`config.mk`:
```
export PLATFORM = sky130hd
export DESIGN_NAME = fcs_top
export DESIGN_NICKNAME = d
export VERILOG_FILES = /design/src/fcs_pkg.sv /design/src/fcs_cyc_if.sv /design/src/fcs_cycle.sv /design/src/fcs_top.sv
export SDC_FILE = /design/constraint.sdc
export NUM_CORES = 1
export LEC_CHECK = 0
export BUFFER_PORTS_ARGS = -buffer_cell sky130_fd_sc_hd__buf_4
export CORE_MARGIN = 8
export CORE_UTILIZATION = 59
export DETAILED_ROUTE_END_ITERATION = 16
export PLACE_DENSITY = 0.8
export REMOVE_ABC_BUFFERS = 1
export SLEW_MARGIN = 20
export SYNTH_ARGS = -nofsm -noshare
export SYNTH_HDL_FRONTEND = slang
export SYNTH_HIERARCHICAL = 1
export SYNTH_SLANG_ARGS = --single-unit
```
`constraint.sdc`:
```
create_clock -name CLK_IN -period 3.5 [get_ports CLK_IN]
set_input_delay 0.525 -clock CLK_IN [delete_from_list [all_inputs] [get_ports CLK_IN]]
set_output_delay 0.525 -clock CLK_IN [all_outputs]
set_load 0.01 [all_outputs]
```
`src/fcs_pkg.sv`:
```
// package: constants and types of the flash command sequencer host
package fcs_pkg;

	localparam int CLK_MHZ = 40;
	localparam int WE_PULSE_NS = 40;
	localparam int WE_PULSE_CYC = (WE_PULSE_NS * CLK_MHZ + 999) / 1000;
	localparam int READ_CYCLE_TIME_NS = 70;
	localparam int READ_CYCLE_CYC = (READ_CYCLE_TIME_NS * CLK_MHZ + 999) / 1000;
	localparam int RESET_PULSE_MIN_NS = 500;
	localparam int RESET_PULSE_CYC = (RESET_PULSE_MIN_NS * CLK_MHZ + 999) / 1000;
	localparam int RESET_RECOVERY_TIME_NS = 1000;
	localparam int RESET_RECOVERY_CYC = (RESET_RECOVERY_TIME_NS * CLK_MHZ + 999) / 1000;
	localparam int SUSPEND_LATENCY_US = 20;
	localparam int SUSPEND_WAIT_CYC = SUSPEND_LATENCY_US * CLK_MHZ;
	localparam int POLL_TIMEOUT_MS = 100;
	localparam int POLL_TIMEOUT_CYC_DEF = POLL_TIMEOUT_MS * CLK_MHZ * 1000;

	localparam logic [7:0] CTRL_OFS = 8'h00;
	localparam logic [7:0] ADDR_OFS = 8'h04;
	localparam logic [7:0] WDATA_OFS = 8'h08;
	localparam logic [7:0] RDATA_OFS = 8'h0C;
	localparam logic [7:0] STATUS_OFS = 8'h10;
	localparam logic [7:0] CFG_OFS = 8'h14;
	localparam int CFG_PROTECT_BIT = 0;
	localparam logic CFG_PROTECT_RST = 1'b0;
	localparam int ST_BUSY = 0;
	localparam int ST_DONE = 1;
	localparam int ST_TIMEOUT = 2;
	localparam int ST_REFUSED = 3;
	localparam int ST_SUSPENDED = 4;
	localparam int ST_ID_MODE = 5;
	localparam int ST_QUERY_MODE = 6;
	localparam int ST_SECID_MODE = 7;
	localparam int ST_INTERRUPTED = 8;
	localparam int TOGGLE_BIT_A_POS = 6;

	localparam logic [21:0] UNLOCK_ADDR_A = 22'h000555;
	localparam logic [21:0] UNLOCK_ADDR_B = 22'h0002AA;
	localparam logic [21:0] LOCK_ADDR = 22'h000000;
	localparam logic [7:0] UNLOCK_CODE_A = 8'hAA;
	localparam logic [7:0] UNLOCK_CODE_B = 8'h55;
	localparam logic [7:0] UPPER_BYTE = 8'h00;
	localparam logic [15:0] LOCK_DATA = 16'h0000;
	localparam logic [7:0] CMD_PROG = 8'hA0;
	localparam logic [7:0] CMD_ERASE_SETUP = 8'h80;
	localparam logic [7:0] CMD_SECT_ERASE = 8'h50;
	localparam logic [7:0] CMD_BLK_ERASE = 8'h30;
	localparam logic [7:0] CMD_CHIP_ERASE = 8'h10;
	localparam logic [7:0] CMD_SUSPEND = 8'hB0;
	localparam logic [7:0] CMD_RESUME = 8'h30;
	localparam logic [7:0] CMD_ID_ENTRY = 8'h90;
	localparam logic [7:0] CMD_QUERY_ENTRY = 8'h98;
	localparam logic [7:0] CMD_SECID_ENTRY = 8'h88;
	localparam logic [7:0] CMD_SECID_PROG = 8'hA5;
	localparam logic [7:0] CMD_SECID_LOCK = 8'h86;
	localparam logic [7:0] CMD_MODE_EXIT = 8'hF0;

	typedef enum logic [3:0] {
		OP_READ = 4'h0, OP_PROG = 4'h1, OP_SECT_ERASE = 4'h2, OP_BLK_ERASE = 4'h3,
		OP_CHIP_ERASE = 4'h4, OP_SUSPEND = 4'h5, OP_RESUME = 4'h6, OP_ID_ENTRY = 4'h7,
		OP_QUERY_ENTRY = 4'h8, OP_SECID_ENTRY = 4'h9, OP_SECID_PROG = 4'hA,
		OP_SECID_LOCK = 4'hB, OP_MODE_EXIT = 4'hC, OP_HW_RESET = 4'hD
	} fcs_op_e;
	localparam logic [3:0] OP_LAST = 4'hD;

	typedef enum logic [2:0] {
		SQ_IDLE = 3'b000, SQ_WRITE = 3'b001, SQ_POLL_A = 3'b011, SQ_POLL_B = 3'b010,
		SQ_READ = 3'b110, SQ_WAIT = 3'b111, SQ_RST_LOW = 3'b101, SQ_RST_REC = 3'b100
	} fcs_seq_e;

	typedef enum logic [1:0] {
		CY_IDLE = 2'b00, CY_SETUP = 2'b01, CY_STROBE = 2'b11, CY_HOLD = 2'b10
	} fcs_cyc_e;
endpackage

```
`src/fcs_cyc_if.sv`:
```
// interface: one flash bus cycle request between sequencer and pin engine
`timescale 1ns/1ps
`default_nettype none
interface fcs_cyc_if;
	logic req;
	logic wr;
	logic abort;
	logic [21:0] addr;
	logic [15:0] wdata;
	logic done;
	logic [15:0] rdata;
	modport seq (output req, output wr, output abort, output addr, output wdata, input done, input rdata);
	modport eng (input req, input wr, input abort, input addr, input wdata, output done, output rdata);
endinterface
`default_nettype wire

```
`src/fcs_cycle.sv`:
```
// pin engine: one asynchronous flash read or write cycle
`timescale 1ns/1ps
`default_nettype none
module fcs_cycle (
	input wire logic clk_in,
	input wire logic srst_in,
	fcs_cyc_if.eng cyc,
	input wire logic [15:0] fl_dq_in,
	output logic [21:0] fl_addr_out,
	output logic [15:0] fl_dq_out,
	output logic fl_dq_oe_out,
	output logic fl_ce_n_out,
	output logic fl_oe_n_out,
	output logic fl_we_n_out
);
	fcs_pkg::fcs_cyc_e state_reg;
	logic [2:0] cnt_reg;
	logic wr_reg;
	logic [15:0] rdata_reg;
	wire logic [2:0] strobe_last = wr_reg ? 3'(fcs_pkg::WE_PULSE_CYC - 1) : 3'(fcs_pkg::READ_CYCLE_CYC - 1);

	assign cyc.done = (state_reg == fcs_pkg::CY_HOLD);
	assign cyc.rdata = rdata_reg;

	always_ff @(posedge clk_in) begin
		if (srst_in || cyc.abort) begin
			state_reg <= fcs_pkg::CY_IDLE;
			cnt_reg <= 3'h0;
			wr_reg <= 1'b0;
			fl_ce_n_out <= 1'b1;
			fl_oe_n_out <= 1'b1;
			fl_we_n_out <= 1'b1;
			fl_dq_oe_out <= 1'b0;
		end else begin
			case (state_reg)
				fcs_pkg::CY_IDLE: if (cyc.req) begin
					fl_ce_n_out <= 1'b0;
					fl_dq_oe_out <= cyc.wr;
					wr_reg <= cyc.wr;
					state_reg <= fcs_pkg::CY_SETUP;
				end
				fcs_pkg::CY_SETUP: begin
					// output gate never falls in a write cycle
					fl_we_n_out <= ~wr_reg;
					fl_oe_n_out <= wr_reg;
					cnt_reg <= 3'h0;
					state_reg <= fcs_pkg::CY_STROBE;
				end
				fcs_pkg::CY_STROBE: begin
					cnt_reg <= cnt_reg + 3'h1;
					// strobe width well above the glitch filter
					if (cnt_reg == strobe_last) begin
						fl_we_n_out <= 1'b1;
						fl_oe_n_out <= 1'b1;
						state_reg <= fcs_pkg::CY_HOLD;
					end
				end
				default: begin
					// data still driven here for hold after the write strobe rises
					fl_ce_n_out <= 1'b1;
					fl_dq_oe_out <= 1'b0;
					state_reg <= fcs_pkg::CY_IDLE;
				end
			endcase
		end
	end

	always_ff @(posedge clk_in) begin
		if (srst_in) begin
			fl_addr_out <= 22'h000000;
			fl_dq_out <= 16'h0000;
			rdata_reg <= 16'h0000;
		end else begin
			if (state_reg == fcs_pkg::CY_IDLE && cyc.req && !cyc.abort) begin
				fl_addr_out <= cyc.addr;
				fl_dq_out <= cyc.wdata;
			end
			if (state_reg == fcs_pkg::CY_STROBE && cnt_reg == strobe_last && !wr_reg) begin
				rdata_reg <= fl_dq_in;
			end
		end
	end
endmodule
`default_nettype wire

```
`src/fcs_top.sv`:
```
// host controller: apb registers and command sequencer for a x16 nor flash
`timescale 1ns/1ps
`default_nettype none
module fcs_top #(
	parameter int POLL_TIMEOUT_CYC = fcs_pkg::POLL_TIMEOUT_CYC_DEF
) (
	input wire logic CLK_IN,
	input wire logic SRST_IN,
	input wire logic PSEL_IN,
	input wire logic PENABLE_IN,
	input wire logic PWRITE_IN,
	input wire logic [7:0] PADDR_IN,
	input wire logic [31:0] PWDATA_IN,
	output logic [31:0] PRDATA_OUT,
	output logic PREADY_OUT,
	output logic PSLVERR_OUT,
	output logic [21:0] FL_ADDR_OUT,
	input wire logic [15:0] FL_DQ_IN,
	output logic [15:0] FL_DQ_OUT,
	output logic FL_DQ_OE_OUT,
	output logic FL_CE_N_OUT,
	output logic FL_OE_N_OUT,
	output logic FL_WE_N_OUT,
	output logic FL_RST_N_OUT,
	output logic FL_WP_N_OUT
);
	fcs_cyc_if cyc();

	fcs_cycle u_cycle (
		.clk_in(CLK_IN),
		.srst_in(SRST_IN),
		.cyc(cyc),
		.fl_dq_in(FL_DQ_IN),
		.fl_addr_out(FL_ADDR_OUT),
		.fl_dq_out(FL_DQ_OUT),
		.fl_dq_oe_out(FL_DQ_OE_OUT),
		.fl_ce_n_out(FL_CE_N_OUT),
		.fl_oe_n_out(FL_OE_N_OUT),
		.fl_we_n_out(FL_WE_N_OUT)
	);

	fcs_pkg::fcs_seq_e state_reg, state_next;
	fcs_pkg::fcs_op_e op_reg, op_next, susp_op_reg, susp_op_next;
	logic [2:0] step_reg, step_next;
	logic [31:0] cnt_reg, cnt_next;
	logic [21:0] addr_reg, op_addr_reg, op_addr_next, saddr_reg, saddr_next;
	logic [15:0] wdata_reg, op_data_reg, op_data_next, rdata_reg, rdata_next;
	logic tog_reg, tog_next, done_reg, done_next, tmo_reg, tmo_next;
	logic ref_reg, ref_next, susp_reg, susp_next, pend_reg, pend_next;
	logic mid_reg, mid_next, mqry_reg, mqry_next, msid_reg, msid_next;
	logic intr_reg, intr_next, retry_reg, retry_next, rst_n_reg, rst_n_next, wp_n_reg;
	logic [31:0] prdata_reg, rd_mux, status_word;
	logic [37:0] step_word_w;

	function automatic logic [2:0] last_step(fcs_pkg::fcs_op_e op);
		case (op)
			fcs_pkg::OP_SECT_ERASE, fcs_pkg::OP_BLK_ERASE, fcs_pkg::OP_CHIP_ERASE: last_step = 3'h5;
			fcs_pkg::OP_PROG, fcs_pkg::OP_SECID_PROG, fcs_pkg::OP_SECID_LOCK: last_step = 3'h3;
			fcs_pkg::OP_SUSPEND, fcs_pkg::OP_RESUME: last_step = 3'h0;
			default: last_step = 3'h2;
		endcase
	endfunction

	function automatic logic is_alter(fcs_pkg::fcs_op_e op);
		is_alter = op inside {fcs_pkg::OP_PROG, fcs_pkg::OP_SECT_ERASE, fcs_pkg::OP_BLK_ERASE,
			fcs_pkg::OP_CHIP_ERASE, fcs_pkg::OP_SECID_PROG, fcs_pkg::OP_SECID_LOCK};
	endfunction

	// address and data of one command cycle; upper byte driven low except in the program data cycle
	function automatic logic [37:0] step_word(fcs_pkg::fcs_op_e op, logic [2:0] step, logic [21:0] a,
			logic [15:0] d);
		logic [7:0] code;
		logic [37:0] w;
		case (op)
			fcs_pkg::OP_PROG: code = fcs_pkg::CMD_PROG;
			fcs_pkg::OP_ID_ENTRY: code = fcs_pkg::CMD_ID_ENTRY;
			fcs_pkg::OP_QUERY_ENTRY: code = fcs_pkg::CMD_QUERY_ENTRY;
			fcs_pkg::OP_SECID_ENTRY: code = fcs_pkg::CMD_SECID_ENTRY;
			fcs_pkg::OP_SECID_PROG: code = fcs_pkg::CMD_SECID_PROG;
			fcs_pkg::OP_SECID_LOCK: code = fcs_pkg::CMD_SECID_LOCK;
			fcs_pkg::OP_MODE_EXIT: code = fcs_pkg::CMD_MODE_EXIT;
			default: code = fcs_pkg::CMD_ERASE_SETUP;
		endcase
		w = {fcs_pkg::UNLOCK_ADDR_A, fcs_pkg::UPPER_BYTE, fcs_pkg::UNLOCK_CODE_A};
		case (step)
			3'h1, 3'h4: w = {fcs_pkg::UNLOCK_ADDR_B, fcs_pkg::UPPER_BYTE, fcs_pkg::UNLOCK_CODE_B};
			3'h2: w = {fcs_pkg::UNLOCK_ADDR_A, fcs_pkg::UPPER_BYTE, code};
			3'h3: begin
				if (op == fcs_pkg::OP_SECID_LOCK) begin
					w = {fcs_pkg::LOCK_ADDR, fcs_pkg::LOCK_DATA};
				end else if (last_step(op) == 3'h3) begin
					w = {a, d};
				end
			end
			3'h5: begin
				if (op == fcs_pkg::OP_CHIP_ERASE) begin
					w = {fcs_pkg::UNLOCK_ADDR_A, fcs_pkg::UPPER_BYTE, fcs_pkg::CMD_CHIP_ERASE};
				end else if (op == fcs_pkg::OP_SECT_ERASE) begin
					w = {a, fcs_pkg::UPPER_BYTE, fcs_pkg::CMD_SECT_ERASE};
				end else begin
					w = {a, fcs_pkg::UPPER_BYTE, fcs_pkg::CMD_BLK_ERASE};
				end
			end
			default: begin
				// suspend and resume are a single cycle at any address
				if (op == fcs_pkg::OP_SUSPEND) begin
					w = {a, fcs_pkg::UPPER_BYTE, fcs_pkg::CMD_SUSPEND};
				end else if (op == fcs_pkg::OP_RESUME) begin
					w = {a, fcs_pkg::UPPER_BYTE, fcs_pkg::CMD_RESUME};
				end
			end
		endcase
		step_word = w;
	endfunction

	// apb slave, zero wait states
	wire logic apb_acc = PSEL_IN & PENABLE_IN;
	wire logic apb_wr = apb_acc & PWRITE_IN;
	wire logic hit_ctrl = (PADDR_IN == fcs_pkg::CTRL_OFS);
	wire logic hit_addr = (PADDR_IN == fcs_pkg::ADDR_OFS);
	wire logic hit_wdata = (PADDR_IN == fcs_pkg::WDATA_OFS);
	wire logic hit_rdata = (PADDR_IN == fcs_pkg::RDATA_OFS);
	wire logic hit_status = (PADDR_IN == fcs_pkg::STATUS_OFS);
	wire logic hit_cfg = (PADDR_IN == fcs_pkg::CFG_OFS);
	wire logic hit_any = hit_ctrl | hit_addr | hit_wdata | hit_rdata | hit_status | hit_cfg;
	assign PREADY_OUT = 1'b1;
	assign PSLVERR_OUT = apb_acc & ~hit_any;
	assign PRDATA_OUT = prdata_reg;
	assign FL_RST_N_OUT = rst_n_reg;
	assign FL_WP_N_OUT = wp_n_reg;

	// command decode; only reset, or suspend of a polled sector or block erase, may cut in while busy
	wire logic start_wr = apb_wr & hit_ctrl;
	wire logic op_valid = (PWDATA_IN[3:0] <= fcs_pkg::OP_LAST);
	wire fcs_pkg::fcs_op_e new_op = fcs_pkg::fcs_op_e'(PWDATA_IN[3:0]);
	wire logic polling = (state_reg == fcs_pkg::SQ_POLL_A) | (state_reg == fcs_pkg::SQ_POLL_B);
	wire logic erase_polled = polling & (op_reg inside {fcs_pkg::OP_SECT_ERASE, fcs_pkg::OP_BLK_ERASE});
	wire logic accept_rst = start_wr & op_valid & (new_op == fcs_pkg::OP_HW_RESET);
	wire logic accept_susp = start_wr & op_valid & (new_op == fcs_pkg::OP_SUSPEND) & erase_polled & ~pend_reg;
	wire logic accept_new = start_wr & op_valid & ~accept_rst & (state_reg == fcs_pkg::SQ_IDLE);
	wire logic refuse = start_wr & ~accept_rst & ~accept_susp & ~accept_new;
	wire logic alter_busy = is_alter(op_reg) & (state_reg inside {fcs_pkg::SQ_WRITE, fcs_pkg::SQ_POLL_A,
		fcs_pkg::SQ_POLL_B});
	wire logic tog_now = cyc.rdata[fcs_pkg::TOGGLE_BIT_A_POS];

	assign step_word_w = step_word(op_reg, step_reg, op_addr_reg, op_data_reg);
	assign cyc.req = state_reg inside {fcs_pkg::SQ_WRITE, fcs_pkg::SQ_POLL_A, fcs_pkg::SQ_POLL_B,
		fcs_pkg::SQ_READ};
	assign cyc.wr = (state_reg == fcs_pkg::SQ_WRITE);
	assign cyc.abort = (state_reg == fcs_pkg::SQ_RST_LOW);
	assign cyc.addr = cyc.wr ? step_word_w[37:16] : op_addr_reg;
	assign cyc.wdata = step_word_w[15:0];

	always_comb begin
		status_word = 32'h00000000;
		status_word[fcs_pkg::ST_BUSY] = (state_reg != fcs_pkg::SQ_IDLE);
		status_word[fcs_pkg::ST_DONE] = done_reg;
		status_word[fcs_pkg::ST_TIMEOUT] = tmo_reg;
		status_word[fcs_pkg::ST_REFUSED] = ref_reg;
		status_word[fcs_pkg::ST_SUSPENDED] = susp_reg;
		status_word[fcs_pkg::ST_ID_MODE] = mid_reg;
		status_word[fcs_pkg::ST_QUERY_MODE] = mqry_reg;
		status_word[fcs_pkg::ST_SECID_MODE] = msid_reg;
		status_word[fcs_pkg::ST_INTERRUPTED] = intr_reg;
	end

	always_comb begin
		if (hit_ctrl) begin
			rd_mux = {28'h0000000, op_reg};
		end else if (hit_addr) begin
			rd_mux = {10'h000, addr_reg};
		end else if (hit_wdata) begin
			rd_mux = {16'h0000, wdata_reg};
		end else if (hit_rdata) begin
			rd_mux = {16'h0000, rdata_reg};
		end else if (hit_status) begin
			rd_mux = status_word;
		end else if (hit_cfg) begin
			rd_mux = {31'h00000000, ~wp_n_reg};
		end else begin
			rd_mux = 32'h00000000;
		end
	end

	always_comb begin
		state_next = state_reg;
		op_next = op_reg;
		susp_op_next = susp_op_reg;
		step_next = step_reg;
		cnt_next = cnt_reg;
		op_addr_next = op_addr_reg;
		op_data_next = op_data_reg;
		saddr_next = saddr_reg;
		rdata_next = rdata_reg;
		tog_next = tog_reg;
		done_next = done_reg;
		tmo_next = tmo_reg;
		ref_next = ref_reg | refuse;
		susp_next = susp_reg;
		pend_next = pend_reg | accept_susp;
		mid_next = mid_reg;
		mqry_next = mqry_reg;
		msid_next = msid_reg;
		intr_next = intr_reg;
		retry_next = retry_reg;
		rst_n_next = rst_n_reg;
		if (accept_new) begin
			op_next = new_op;
			op_addr_next = addr_reg;
			op_data_next = wdata_reg;
			step_next = 3'h0;
			cnt_next = 32'h00000000;
			done_next = 1'b0;
			tmo_next = 1'b0;
			ref_next = refuse;
			state_next = (new_op == fcs_pkg::OP_READ) ? fcs_pkg::SQ_READ : fcs_pkg::SQ_WRITE;
		end
		case (state_reg)
			fcs_pkg::SQ_WRITE: if (cyc.done) begin
				step_next = step_reg + 3'h1;
				if (step_reg == last_step(op_reg)) begin
					step_next = 3'h0;
					cnt_next = 32'h00000000;
					state_next = fcs_pkg::SQ_IDLE;
					done_next = 1'b1;
					case (op_reg)
						fcs_pkg::OP_SUSPEND: begin
							done_next = 1'b0;
							state_next = fcs_pkg::SQ_WAIT;
						end
						fcs_pkg::OP_RESUME: if (susp_reg) begin
							// go back to watching the resumed erase
							susp_next = 1'b0;
							op_next = susp_op_reg;
							op_addr_next = saddr_reg;
							done_next = 1'b0;
							state_next = fcs_pkg::SQ_POLL_A;
						end
						fcs_pkg::OP_ID_ENTRY: mid_next = 1'b1;
						fcs_pkg::OP_QUERY_ENTRY: mqry_next = 1'b1;
						fcs_pkg::OP_SECID_ENTRY: msid_next = 1'b1;
						fcs_pkg::OP_MODE_EXIT: begin
							// exit only issued from idle, never under a running program
							mid_next = 1'b0;
							mqry_next = 1'b0;
							msid_next = 1'b0;
						end
						fcs_pkg::OP_READ, fcs_pkg::OP_HW_RESET: state_next = fcs_pkg::SQ_IDLE;
						default: begin
							// completion watched on toggle_bit_a only, never poll_bit
							done_next = 1'b0;
							state_next = fcs_pkg::SQ_POLL_A;
						end
					endcase
				end
			end
			fcs_pkg::SQ_POLL_A, fcs_pkg::SQ_POLL_B: begin
				cnt_next = cnt_reg + 32'h00000001;
				if (cyc.done) begin
					tog_next = tog_now;
					state_next = fcs_pkg::SQ_POLL_B;
					if (pend_reg) begin
						// no new command until the suspend write is out
						pend_next = 1'b0;
						susp_next = 1'b1;
						susp_op_next = op_reg;
						saddr_next = op_addr_reg;
						op_next = fcs_pkg::OP_SUSPEND;
						step_next = 3'h0;
						state_next = fcs_pkg::SQ_WRITE;
					end else if (state_reg == fcs_pkg::SQ_POLL_B && tog_now == tog_reg) begin
						// toggling stopped: the word read is true data
						rdata_next = cyc.rdata;
						done_next = 1'b1;
						state_next = fcs_pkg::SQ_IDLE;
					end else if (cnt_reg >= 32'(POLL_TIMEOUT_CYC)) begin
						tmo_next = 1'b1;
						done_next = 1'b1;
						state_next = fcs_pkg::SQ_IDLE;
					end
				end
			end
			fcs_pkg::SQ_READ: if (cyc.done) begin
				rdata_next = cyc.rdata;
				done_next = 1'b1;
				state_next = fcs_pkg::SQ_IDLE;
			end
			fcs_pkg::SQ_WAIT: begin
				cnt_next = cnt_reg + 32'h00000001;
				// device needs time to settle into read after a suspend
				if (cnt_reg == 32'(fcs_pkg::SUSPEND_WAIT_CYC - 1)) begin
					done_next = 1'b1;
					state_next = fcs_pkg::SQ_IDLE;
				end
			end
			fcs_pkg::SQ_RST_LOW: begin
				cnt_next = cnt_reg + 32'h00000001;
				if (cnt_reg == 32'(fcs_pkg::RESET_PULSE_CYC - 1)) begin
					rst_n_next = 1'b1;
					cnt_next = 32'h00000000;
					state_next = fcs_pkg::SQ_RST_REC;
				end
			end
			fcs_pkg::SQ_RST_REC: begin
				cnt_next = cnt_reg + 32'h00000001;
				if (cnt_reg == 32'(fcs_pkg::RESET_RECOVERY_CYC - 1)) begin
					retry_next = 1'b0;
					step_next = 3'h0;
					cnt_next = 32'h00000000;
					// cut program or erase goes out again from its first cycle
					state_next = retry_reg ? fcs_pkg::SQ_WRITE : fcs_pkg::SQ_IDLE;
					done_next = ~retry_reg;
				end
			end
			default: state_next = state_next;
		endcase
		if (accept_rst) begin
			// pin reset aborts the engine and clears modes and partial sequences
			state_next = fcs_pkg::SQ_RST_LOW;
			cnt_next = 32'h00000000;
			rst_n_next = 1'b0;
			done_next = 1'b0;
			pend_next = 1'b0;
			susp_next = 1'b0;
			mid_next = 1'b0;
			mqry_next = 1'b0;
			msid_next = 1'b0;
			intr_next = intr_reg | alter_busy | susp_reg;
			retry_next = alter_busy | susp_reg;
			if (susp_reg && !alter_busy) begin
				op_next = susp_op_reg;
				op_addr_next = saddr_reg;
			end
		end else if (accept_new) begin
			intr_next = 1'b0;
		end
	end

	always_ff @(posedge CLK_IN) begin
		if (SRST_IN) begin
			state_reg <= fcs_pkg::SQ_IDLE;
			op_reg <= fcs_pkg::OP_READ;
			susp_op_reg <= fcs_pkg::OP_READ;
			{step_reg, cnt_reg, op_addr_reg, op_data_reg, saddr_reg, rdata_reg} <= '0;
			{tog_reg, done_reg, tmo_reg, ref_reg, susp_reg, pend_reg} <= '0;
			{mid_reg, mqry_reg, msid_reg, intr_reg, retry_reg} <= '0;
			rst_n_reg <= 1'b1;
		end else begin
			state_reg <= state_next;
			op_reg <= op_next;
			susp_op_reg <= susp_op_next;
			{step_reg, cnt_reg, op_addr_reg, op_data_reg, saddr_reg, rdata_reg} <=
				{step_next, cnt_next, op_addr_next, op_data_next, saddr_next, rdata_next};
			{tog_reg, done_reg, tmo_reg, ref_reg, susp_reg, pend_reg} <=
				{tog_next, done_next, tmo_next, ref_next, susp_next, pend_next};
			{mid_reg, mqry_reg, msid_reg, intr_reg, retry_reg} <=
				{mid_next, mqry_next, msid_next, intr_next, retry_next};
			rst_n_reg <= rst_n_next;
		end
	end

	// boot protect pin is a plain software level
	always_ff @(posedge CLK_IN) begin
		if (SRST_IN) begin
			addr_reg <= 22'h000000;
			wdata_reg <= 16'h0000;
			wp_n_reg <= ~fcs_pkg::CFG_PROTECT_RST;
			prdata_reg <= 32'h00000000;
		end else begin
			if (apb_wr && hit_addr) addr_reg <= PWDATA_IN[21:0];
			if (apb_wr && hit_wdata) wdata_reg <= PWDATA_IN[15:0];
			if (apb_wr && hit_cfg) wp_n_reg <= ~PWDATA_IN[fcs_pkg::CFG_PROTECT_BIT];
			if (PSEL_IN && !PENABLE_IN) prdata_reg <= rd_mux;
		end
	end
endmodule
`default_nettype wire

```
==> results of run 1 <==
worst max-delay path: cells and delay by family, from the launching register on:
kind / cells / cell delay (ns)
flip-flops: 1 / 0.59
AO/OA/AOI/OAI: 2 / 0.43
multiplexers: 1 / 0.35
AND/OR/NAND/NOR: 5 / 1.56
layer usage:
metal	wire length [um]	vias up
met5	0	-
met3	2760	79
met4	1030	0
met1	14100	5283
li1	-	5521
met2	15500	476
layout make-up:
type                       count  area, um2  area share [%]
timing repair buffer         161       1240            8.80
sequential                   262       5250            37.3
inverter                      24       90.1           0.640
tap                          270        338            2.40
clock buffer                  36        759            5.40
multi-input combinational   1170       6270            44.6
clock inverter                11        129           0.916
worst max path at each step:
| stage | from | to | slack (ns) | depth (start not counted) |
|---|---|---|---|---|
| after detailed placement | PADDR_IN[7] | cnt_reg[2] | 0.18 | 10 |
| after global placement | PADDR_IN[7] | cnt_reg[2] | 0.28 | 10 |
| after CTS | u_cycle/state_reg[1] | register | 0.52 | 8 |
| final | u_cycle/state_reg[1] | register | 0.47 | 8 |
| after floorplan | state_reg[0] | u_cycle/fl_addr_out[0] | -0.78 | 5 |
| after global routing | u_cycle/state_reg[1] | register | 0.24 | 8 |
through the flow:
stage	area [um2]	util, %	setup TNS, ns	instances
floorplan	11600	-	-29.76	1456
global placement	13200	65.3	0	1887
detailed placement	13200	65.3	0	1887
CTS	14100	69.7	0	1934
global route	14100	69.8	0	1934
finish	14100	69.8	0	1934
synth_stat cells, types with 5 or more instances:
cell type / count / area share, %
nand2_1: 370 / 12
dfxtp_1: 262 / 43
a21oi_1: 174 / 7.2
nor2_1: 107 / 3.3
clkbuf_1: 88 / 2.7
nand3_1: 73 / 3.0
o21ai_0: 58 / 2.4
nand2b_1: 52 / 2.7
mux2i_1: 37 / 3.1
and2_1: 25 / 1.3
inv_1: 24 / 0.75
nor3_1: 22 / 0.91
o311ai_0: 21 / 1.5
nor2b_1: 20 / 1.0
or3_1: 15 / 0.78
a21o_1: 12 / 0.75
a31oi_1: 11 / 0.57
buf_2: 11 / 0.46
buf_4: 11 / 0.68
o21a_1: 10 / 0.62
or2_2: 10 / 0.52
and3_1: 9 / 0.47
nand4_1: 9 / 0.47
nor4_1: 9 / 0.47
ha_1: 8 / 0.83
a211oi_1: 7 / 0.44
or4_1: 7 / 0.44
buf_1: 6 / 0.19
nor3b_1: 6 / 0.37
nor4b_1: 6 / 0.44
a222oi_1: 5 / 0.41
o211ai_1: 5 / 0.31
o22ai_1: 5 / 0.26
xnor2_1: 5 / 0.36
power groups by stage:
stage	clock (mW)	sequential, mW	combinational (mW)
final	2.87	3.00	0.202
after global routing	3.02	3.00	0.217
after CTS	2.92	3.00	0.199
after detailed placement	0	3.06	0.198
after global placement	0	3.06	0.196
after floorplan	0	3.06	0.0610
cells by family after synthesis:
kind of cell	after synthesis	synth area share, %
AO/OA/AOI/OAI	342	17.0
XOR/XNOR	7	0.508
adder cells (fa/ha/maj)	8	0.829
buffers and inverters	142	5.00
flip-flops	262	43.5
multiplexers	43	3.75
other	2	0.0622
AND/OR/NAND/NOR	759	29.4
==> results.json, run 1 <==
{
  "buffer_ports.inserted": 117,
  "row_cnt": 52,
  "h-tree-depth": 1,
  "antenna-diode-count": 0,
  "drc": 0,
  "critPathSlowestCell": "dfxtp_1",
  "cts_post_setup_buffers_inserted": 0,
  "p_int_mw": 4.74,
  "synth_edf_count": 0,
  "wl_per_cell_um": 17.3,
  "hold_depth": 3,
  "clockBufferDepth": 3,
  "critical_path_peak_fanout": 13,
  "synth.distinct_cells": 72,
  "clock_sink_count": 262,
  "timing.critical_path.to_type": "register",
  "number_of_flip_flops_in_the_largest_register": 32,
  "clockPowerShare_pct": 47.3,
  "timing.max_cap.violations": 0,
  "finish.net_count": 1715,
  "reg2reg_setup_slack_ns": 0.47,
  "worst-r2r-cell-count": 8,
  "ctsRootBufferMaster": "clkbuf_16",
  "fmaxAchievable_mhz": 330,
  "met3_usage_pct": 5.64,
  "commonest_non_fill_non_tap_cell_in_the_layout": "nand2_1",
  "power.sequential.fraction_pct": 49.4,
  "power.leakage_nw": 5.08,
  "ys_seq_elements": 262,
  "finalClockSkew_ns": 0.0297,
  "die_h_um": 159,
  "pin_count": 139,
  "timing.setup.critical_path_class": "reg -> reg",
  "post_synth_inst_count": 1565,
  "grt.overflow.total": 0,
  "totalPowerFinal_mw": 6.07,
  "slowest_delay_ns": 0.59,
  "num_vias": 11359,
  "hp-class": "in -> reg",
  "global_route.usage.total_pct": 25.0,
  "drtPass1Iterations": 6,
  "slew_violations": 0,
  "finalWorstSetupSlack_ns": 0.465,
  "syn_area_um2": 12100,
  "antenna_found_initial": 0,
  "routed_wire_length_um": 33400,
  "worst_ep_required_time_ns": 3.95,
  "worst_hold_path.endpoint": "addr_reg[19]",
  "grt_setup_unrepaired": "false",
  "clock_tree_from_tritoncts": "built",
  "power.density_nw_per_um2": 432,
  "die_x_um": 159,
  "swShare_pct": 21.9,
  "worst_ir_drop_vdd_mv": 0.375,
  "place_worst_setup_slack_ns": 0.183,
  "route.detailed.vias_per_inst": 5.87,
  "routabilityCongestion": 0.903,
  "initial_utilization_pct": 59.8,
  "seq_area_frac_synth_pct": 43.5,
  "holdWs_ns": 0.212,
  "synth-async-reset-ratio_pct": 0,
  "top_usage_layer": "met2",
  "hpwlAfterDp_um": 23100,
  "synth.yosys.warnings": 6,
  "cts_inserted_buffers": 27,
  "route.antenna.remaining_nets": 0,
  "fillers": 1663,
  "worst_pin_slew_ns": 1.01,
  "setup.worst_path.start_class": "register",
  "finalHoldViolations": 0,
  "grt_pass1_wl_um": 53700,
  "floorplan.die_area_um2": 25300,
  "timing.critical_path.cells": "nor2b_1 -> nand4bb_1 -> nand4b_1 -> nor3_1 -> o21ai_2 -> mux2_2 -> or3_1 -> a221oi_1",
  "min_period_ns": 3.03,
  "finalSetupViolCount": 0,
  "layout.cells.most_common_list": "nand2_1 (370), dfxtp_1 (262), a21oi_1 (174), buf_4 (158), nor2_1 (105)",
  "clock_latency_on_the_worst_skew_pair_ns": 0.56,
  "core_area_um2": 20200,
  "post_cts_hold_buffer_count": 0,
  "grt_start_max_net_pins": 111,
  "groute.layer.met1.usage_pct": 30.9,
  "outcome": "complete, no violations",
  "cts.reportedPaths.clkPinSlew_ns": 0.06,
  "power.net_switching_mw": 1.33,
  "synth_top_flop_cell": "dfxtp_1",
  "synthToLayoutAreaGrowth_pct": 16.6,
  "p_comb_share_pct": 3.3,
  "drive_above_1_share_pct": 14.1,
  "cts_resized": 0,
  "drtIter0Drc": 885,
  "finalCritPeriodShare_pct": 86.7,
  "vias_in_the_first_global_route": 10810,
  "r2r-start": "u_cycle/state_reg[1]",
  "hold_path_startpoint": "PWDATA_IN[19]",
  "synth.avg_cell_area_um2": 7.71,
  "timing.max_slew.rel_slack_pct": 32.7,
  "globalRouteMet2Util_pct": 42.1,
  "worstPathArrival_ns": 3.48
}
(Power assumes the default switching activity.)
==> run 2: changes to the inputs <==
--- a/config.mk
+++ b/config.mk
@@ -6,10 +6,11 @@
 export NUM_CORES = 1
 export LEC_CHECK = 0
 export BUFFER_PORTS_ARGS = -buffer_cell sky130_fd_sc_hd__buf_4
-export CORE_MARGIN = 8
-export CORE_UTILIZATION = 59
+export CORE_MARGIN = 3
+export CORE_UTILIZATION = 53
 export DETAILED_ROUTE_END_ITERATION = 16
-export PLACE_DENSITY = 0.8
+export GPL_ROUTABILITY_DRIVEN = 0
+export PLACE_DENSITY = 0.76
 export REMOVE_ABC_BUFFERS = 1
 export SLEW_MARGIN = 20
 export SYNTH_ARGS = -nofsm -noshare
==> constraint.sdc (replaced) <==
create_clock -name CLK_IN -period 2.6 [get_ports CLK_IN]
set_input_delay 0.39 -clock CLK_IN [delete_from_list [all_inputs] [get_ports CLK_IN]]
set_output_delay 0.39 -clock CLK_IN [all_outputs]
set_load 0.01 [all_outputs]
==> results.json, run 2 (synthesis results as in run 1) <==
{
  "outcome": "complete, no violations",
  "wl_per_cell_um": 16.9,
  "timing.setup.critical_path_class": "in -> reg",
  "global_route.usage.total_pct": 26.9,
  "finalSetupViolCount": 0,
  "slew_violations": 0,
  "finish.net_count": 1782,
  "reg2reg_setup_slack_ns": 0.12,
  "route.detailed.vias_per_inst": 5.84,
  "drtIter0Drc": 1079,
  "post_route_cell_area_um2": 14600,
  "worst_ep_required_time_ns": 3.04,
  "fin_setup_tns_ns": 0,
  "swShare_pct": 22.0,
  "worst_pin_slew_ns": 0.658,
  "vias_in_the_first_global_route": 11013,
  "cts.reportedPaths.clkPinSlew_ns": 0.06,
  "power.net_switching_mw": 1.76,
  "clock_tree_from_tritoncts": "built",
  "worst_hold_path.endpoint": "addr_reg[20]",
  "timing.critical_path.to_type": "register",
  "min_period_ns": 2.50,
  "p_comb_share_pct": 3.9,
  "floorplan.die_area_um2": 24600,
  "finalClockSkew_ns": 0.0238,
  "hold_depth": 3,
  "clock_latency_on_the_worst_skew_pair_ns": 0.56,
  "route.antenna.remaining_nets": 0,
  "drc": 0,
  "worstPathArrival_ns": 2.94,
  "worst_ir_drop_vdd_mv": 0.393,
  "h-tree-depth": 1,
  "critical_path_peak_fanout": 6,
  "initial_utilization_pct": 54.6,
  "seq_area_um2": 5250,
  "finalCoreUtilization_pct": 66.3,
  "hp-class": "in -> reg",
  "fillers": 1885,
  "finalHoldViolations": 0,
  "grt_start_max_net_pins": 146,
  "setup.worst_path.start_class": "input port",
  "timing.max_cap.violations": 0,
  "antenna_found_initial": 0,
  "synthToLayoutAreaGrowth_pct": 21.3,
  "power.leakage_nw": 5.42,
  "grt_setup_unrepaired": "false",
  "routed_wire_length_um": 33900,
  "timing.max_slew.rel_slack_pct": 55.9,
  "power.sequential.fraction_pct": 50.5,
  "power.density_nw_per_um2": 545,
  "num_vias": 11732,
  "ctsRootBufferMaster": "clkbuf_16",
  "grt_pass1_wl_um": 54800,
  "final_cells": 2008,
  "die_x_um": 157,
  "finalCritPeriodShare_pct": 96.1,
  "number_of_flip_flops_in_the_largest_register": 32,
  "row_cnt": 54,
  "multi_input_area_um2": 6300,
  "holdWs_ns": 0.0870,
  "hold_path_startpoint": "PWDATA_IN[20]",
  "p_int_mw": 6.22,
  "drtPass1Iterations": 7,
  "buffer_ports.inserted": 117,
  "antenna-diode-count": 0,
  "clockBufferDepth": 3,
  "hpwlAfterDp_um": 23900,
  "clockPowerShare_pct": 45.6,
  "dpl.cell_count": 1962,
  "layout.cells.most_common_list": "nand2_1 (370), dfxtp_1 (259), buf_4 (217), a21oi_1 (174), nor2_1 (106)",
  "cts_inserted_buffers": 27,
  "post_cts_hold_buffer_count": 0,
  "commonest_non_fill_non_tap_cell_in_the_layout": "nand2_1",
  "r2r-start": "op_reg[3]",
  "die_h_um": 157,
  "fmaxAchievable_mhz": 400,
  "pin_count": 139,
  "core_area_um2": 22100,
  "clock_sink_count": 262,
  "placed_cell_area_um2": 13800,
  "drive_above_1_share_pct": 17.6,
  "worst-r2r-cell-count": 7,
  "grt.overflow.total": 0
}
-- run 2: worst max-delay path by stage --
stage	slack, ns	start	to
after floorplan	-1.68	state_reg[0]	u_cycle/fl_addr_out[0]
after global routing	0.009	step_reg[0]	u_cycle/fl_addr_out[17]
final	0.10	PADDR_IN[7]	register
after CTS	0.001	op_reg[3]	register
after global placement	-0.35	PADDR_IN[7]	register
after detailed placement	-0.47	PADDR_IN[7]	register
-- run 2: metrics by stage --
| stage | setup WS (ns) | total power, mW |
|---|---|---|
| 2_1_floorplan | -1.68 | 4.20 |
| 3_3_place_gp | -0.350 | 4.42 |
| 3_5_place_dp | -0.474 | 4.42 |
| 4_1_cts | 0.00131 | 8.02 |
| 5_1_grt | 0.00862 | 8.24 |
| 6_report | 0.101 | 7.98 |
-- run 2: worst max-delay path, cell delays in order --
cell      delay, ns
buf_4          0.11
or4_1          0.58
buf_4          0.18
nor4_4         0.34
o311a_1        0.27
o21ai_4        0.09
mux2_2         0.32
or3_1          0.41
a221oi_2       0.24
-- run 2: power groups by stage --
stage | sequential (mW) | clock (mW) | combinational, mW
final | 4.03 | 3.64 | 0.311
after global routing | 4.03 | 3.87 | 0.337
after detailed placement | 4.12 | 0 | 0.306
after global placement | 4.12 | 0 | 0.303
after floorplan | 4.12 | 0 | 0.0821
after CTS | 4.03 | 3.69 | 0.307
-- run 2: per-layer routing --
| metal | part of all wire, % | GRT usage, % | routed length (um) | vias to the layer above |
|---|---|---|---|---|
| met2 | 46 | 44.4 | 15700 | 490 |
| met3 | 8.0 | 4.54 | 2720 | 85 |
| met5 | 0 | 0 | 0 | - |
| met4 | 3.3 | 8.75 | 1110 | 0 |
| met1 | 42 | 36.1 | 14400 | 5516 |
| li1 | - | - | - | 5641 |
-- run 2: area by class of cell --
cell class	instances	area share [%]
clock buffer	39	5.33
clock inverter	5	0.273
inverter	24	0.615
multi-input combinational	1170	43.0
sequential	262	35.8
tap	280	2.39
timing repair buffer	228	12.5
-- run 2: what timing repair did --
action | in CTS | in global routing
resized for setup | 0 | 10
endpoints found under the setup margin | 0 | 36
buffers inserted | 0 | 2
==> run 3: changes to the inputs <==
--- a/config.mk
+++ b/config.mk
@@ -10,6 +10,7 @@
 export CORE_UTILIZATION = 53
 export DETAILED_ROUTE_END_ITERATION = 16
 export GPL_ROUTABILITY_DRIVEN = 0
+export GPL_TIMING_DRIVEN = 0
 export PLACE_DENSITY = 0.76
 export REMOVE_ABC_BUFFERS = 1
 export SLEW_MARGIN = 20
==> results.json, run 3 (synthesis results as in run 1) <==
{
  "timing.critical_path.to_type": "register",
  "grt_pass1_wl_um": 54500,
  "route.antenna.remaining_nets": 0,
  "holdWs_ns": 0.0937,
  "die_h_um": 157,
  "finalCritPeriodShare_pct": 99.6,
  "antenna_found_initial": 0,
  "worst_ep_required_time_ns": 3.02,
  "commonest_non_fill_non_tap_cell_in_the_layout": "nand2_1",
  "wl_per_cell_um": 17.9,
  "fin_setup_tns_ns": 0,
  "initial_utilization_pct": 54.6,
  "hp-class": "in -> reg",
  "layout.cells.most_common_list": "nand2_1 (367), dfxtp_1 (244), a21oi_1 (174), buf_4 (165), nor2_1 (103)",
  "finish.net_count": 1736,
  "hpwlAfterDp_um": 22200,
  "route.detailed.vias_per_inst": 5.97,
  "vias_in_the_first_global_route": 10630,
  "timing.setup.critical_path_class": "reg -> reg",
  "cpLargestDelayFamily": "simple AND/OR/NAND/NOR gates",
  "timing.max_slew.rel_slack_pct": 31.4,
  "pin_count": 139,
  "critical_path_cell_count": 8,
  "setup.worst_path.start_class": "register",
  "critical_path_peak_fanout": 14,
  "timing.max_cap.violations": 0,
  "drc": 0,
  "cts.reportedPaths.clkPinSlew_ns": 0.06,
  "synthToLayoutAreaGrowth_pct": 22.9,
  "finalHoldViolations": 0,
  "power.leakage_nw": 5.39,
  "slowest_delay_ns": 0.46,
  "clock_latency_on_the_worst_skew_pair_ns": 0.55,
  "fillers": 1700,
  "drtIter0Drc": 1359,
  "worst_ir_drop_vdd_mv": 0.473,
  "ctsRootBufferMaster": "clkbuf_16",
  "reg2reg_setup_slack_ns": 0.01,
  "buffer_ports.inserted": 117,
  "drtPass1Iterations": 6,
  "fmaxAchievable_mhz": 386,
  "timing.critical_path.cells": "nor2b_4 -> nand4bb_4 -> nand4b_1 -> nor3_4 -> o21ai_4 -> mux2_4 -> and3_4 -> or4_4",
  "worst_pin_slew_ns": 1.03,
  "placed_cell_area_um2": 13100,
  "cts_inserted_buffers": 29,
  "finalCoreUtilization_pct": 67.1,
  "num_vias": 11753,
  "power.density_nw_per_um2": 592,
  "drive_above_1_share_pct": 18.8,
  "grt_setup_unrepaired": "true",
  "core_area_um2": 22100,
  "hold_depth": 3,
  "finalSetupViolCount": 0,
  "grt.overflow.total": 0,
  "cp.buffers_inverters": 0,
  "finalClockSkew_ns": 0.0194,
  "slew_violations": 0,
  "min_period_ns": 2.59,
  "post_cts_hold_buffer_count": 0,
  "floorplan.die_area_um2": 24600,
  "number_of_flip_flops_in_the_largest_register": 32,
  "clock_sink_count": 262,
  "totalPowerFinal_mw": 8.78,
  "worstPathArrival_ns": 3.00,
  "clockBufferDepth": 3,
  "grt_start_max_net_pins": 138,
  "critPathSlowestCell": "or4_4",
  "outcome": "complete, no violations",
  "r2r-start": "u_cycle/state_reg[0]",
  "routed_wire_length_um": 35300,
  "worst-r2r-cell-count": 8,
  "post_route_cell_area_um2": 14800,
  "row_cnt": 54,
  "h-tree-depth": 1,
  "global_route.usage.total_pct": 26.8,
  "startpoint": "u_cycle/state_reg[0]",
  "antenna-diode-count": 0,
  "die_x_um": 157,
  "clock_tree_from_tritoncts": "built"
}
==> run 3: cell types whose count changed in the layout (fill, tap and decap cells not counted), sizes merged <==
cell      before  now
clkinv         4    5
buf          228  177
bufinv         0    6
clkinvlp       0    1
nand3         74   75
clkbuf        39   41
inv           25   24
bufbuf         0    1
==> run 3: timing repair <==
item / CTS / global route
setup buffers: 17 / 30
setup endpoints to repair: 165 / 79
gates resized for setup: 51 / 40
endpoints found under the hold margin: 0 / 0
gates cloned: 1 / 1
pin swaps: 9 / 13
==> run 3: final cells by class <==
| class | instances | area (um2) | share of cell area, % |
|---|---|---|---|
| Sequential cell | 262 | 5290 | 35.7 |
| Inverter | 24 | 90.1 | 0.607 |
| Multi-Input combinational cell | 1171 | 6590 | 44.5 |
| Clock buffer | 40 | 817 | 5.51 |
| Tap cell | 280 | 350 | 2.36 |
| Timing Repair Buffer | 179 | 1480 | 9.95 |
| Clock inverter | 12 | 216 | 1.46 |
==> run 3: through the flow <==
step           worst slack (ns)  cells
2_1_floorplan             -1.68   1456
3_3_place_gp              -4.84   1853
3_5_place_dp              -1.46   1868
4_1_cts                 0.00126   1938
5_1_grt                 -0.0375   1968
6_report                 0.0103   1968
==> run 3: how the worst min path moves through the flow <==
stage,startpoint,to,slack [ns]
after detailed placement,saddr_reg[1],saddr_reg[1],0.44
after CTS,PWDATA_IN[14],wdata_reg[14],0.09
after global routing,PWDATA_IN[17],addr_reg[17],0.1
after floorplan,tmo_reg,tmo_reg,0.43
final,PWDATA_IN[14],wdata_reg[14],0.09
after global placement,saddr_reg[8],saddr_reg[8],0.44
==> run 3: worst register-to-register path: stages, from the launching register on <==
cell and delay (ns):
dfxtp_4 0.40, nor2b_4 0.18, nand4bb_4 0.13, nand4b_1 0.30, nor3_4 0.32, o21ai_4 0.14, mux2_4 0.35, and3_4 0.18
or4_4 0.46
==> run 3: power breakdown <==
group          total (mW)  leakage (nW)  switching [mW]  internal, mW
combinational       0.286          2.76           0.176         0.110
clock                4.47         0.505            1.69          2.78
sequential           4.03          2.12          0.0127          4.02
total                8.78          5.39            1.88          6.90
==> run 3: layer usage <==
| layer | track usage, % | share of wire (%) | routed length (um) | vias up |
|---|---|---|---|---|
| met4 | 8.92 | 3.4 | 1180 | 0 |
| met5 | 0 | 0 | 0 | - |
| met3 | 4.70 | 8.8 | 3110 | 110 |
| li1 | - | - | - | 5567 |
| met2 | 43.5 | 47 | 16400 | 572 |
| met1 | 36.3 | 41 | 14500 | 5504 |
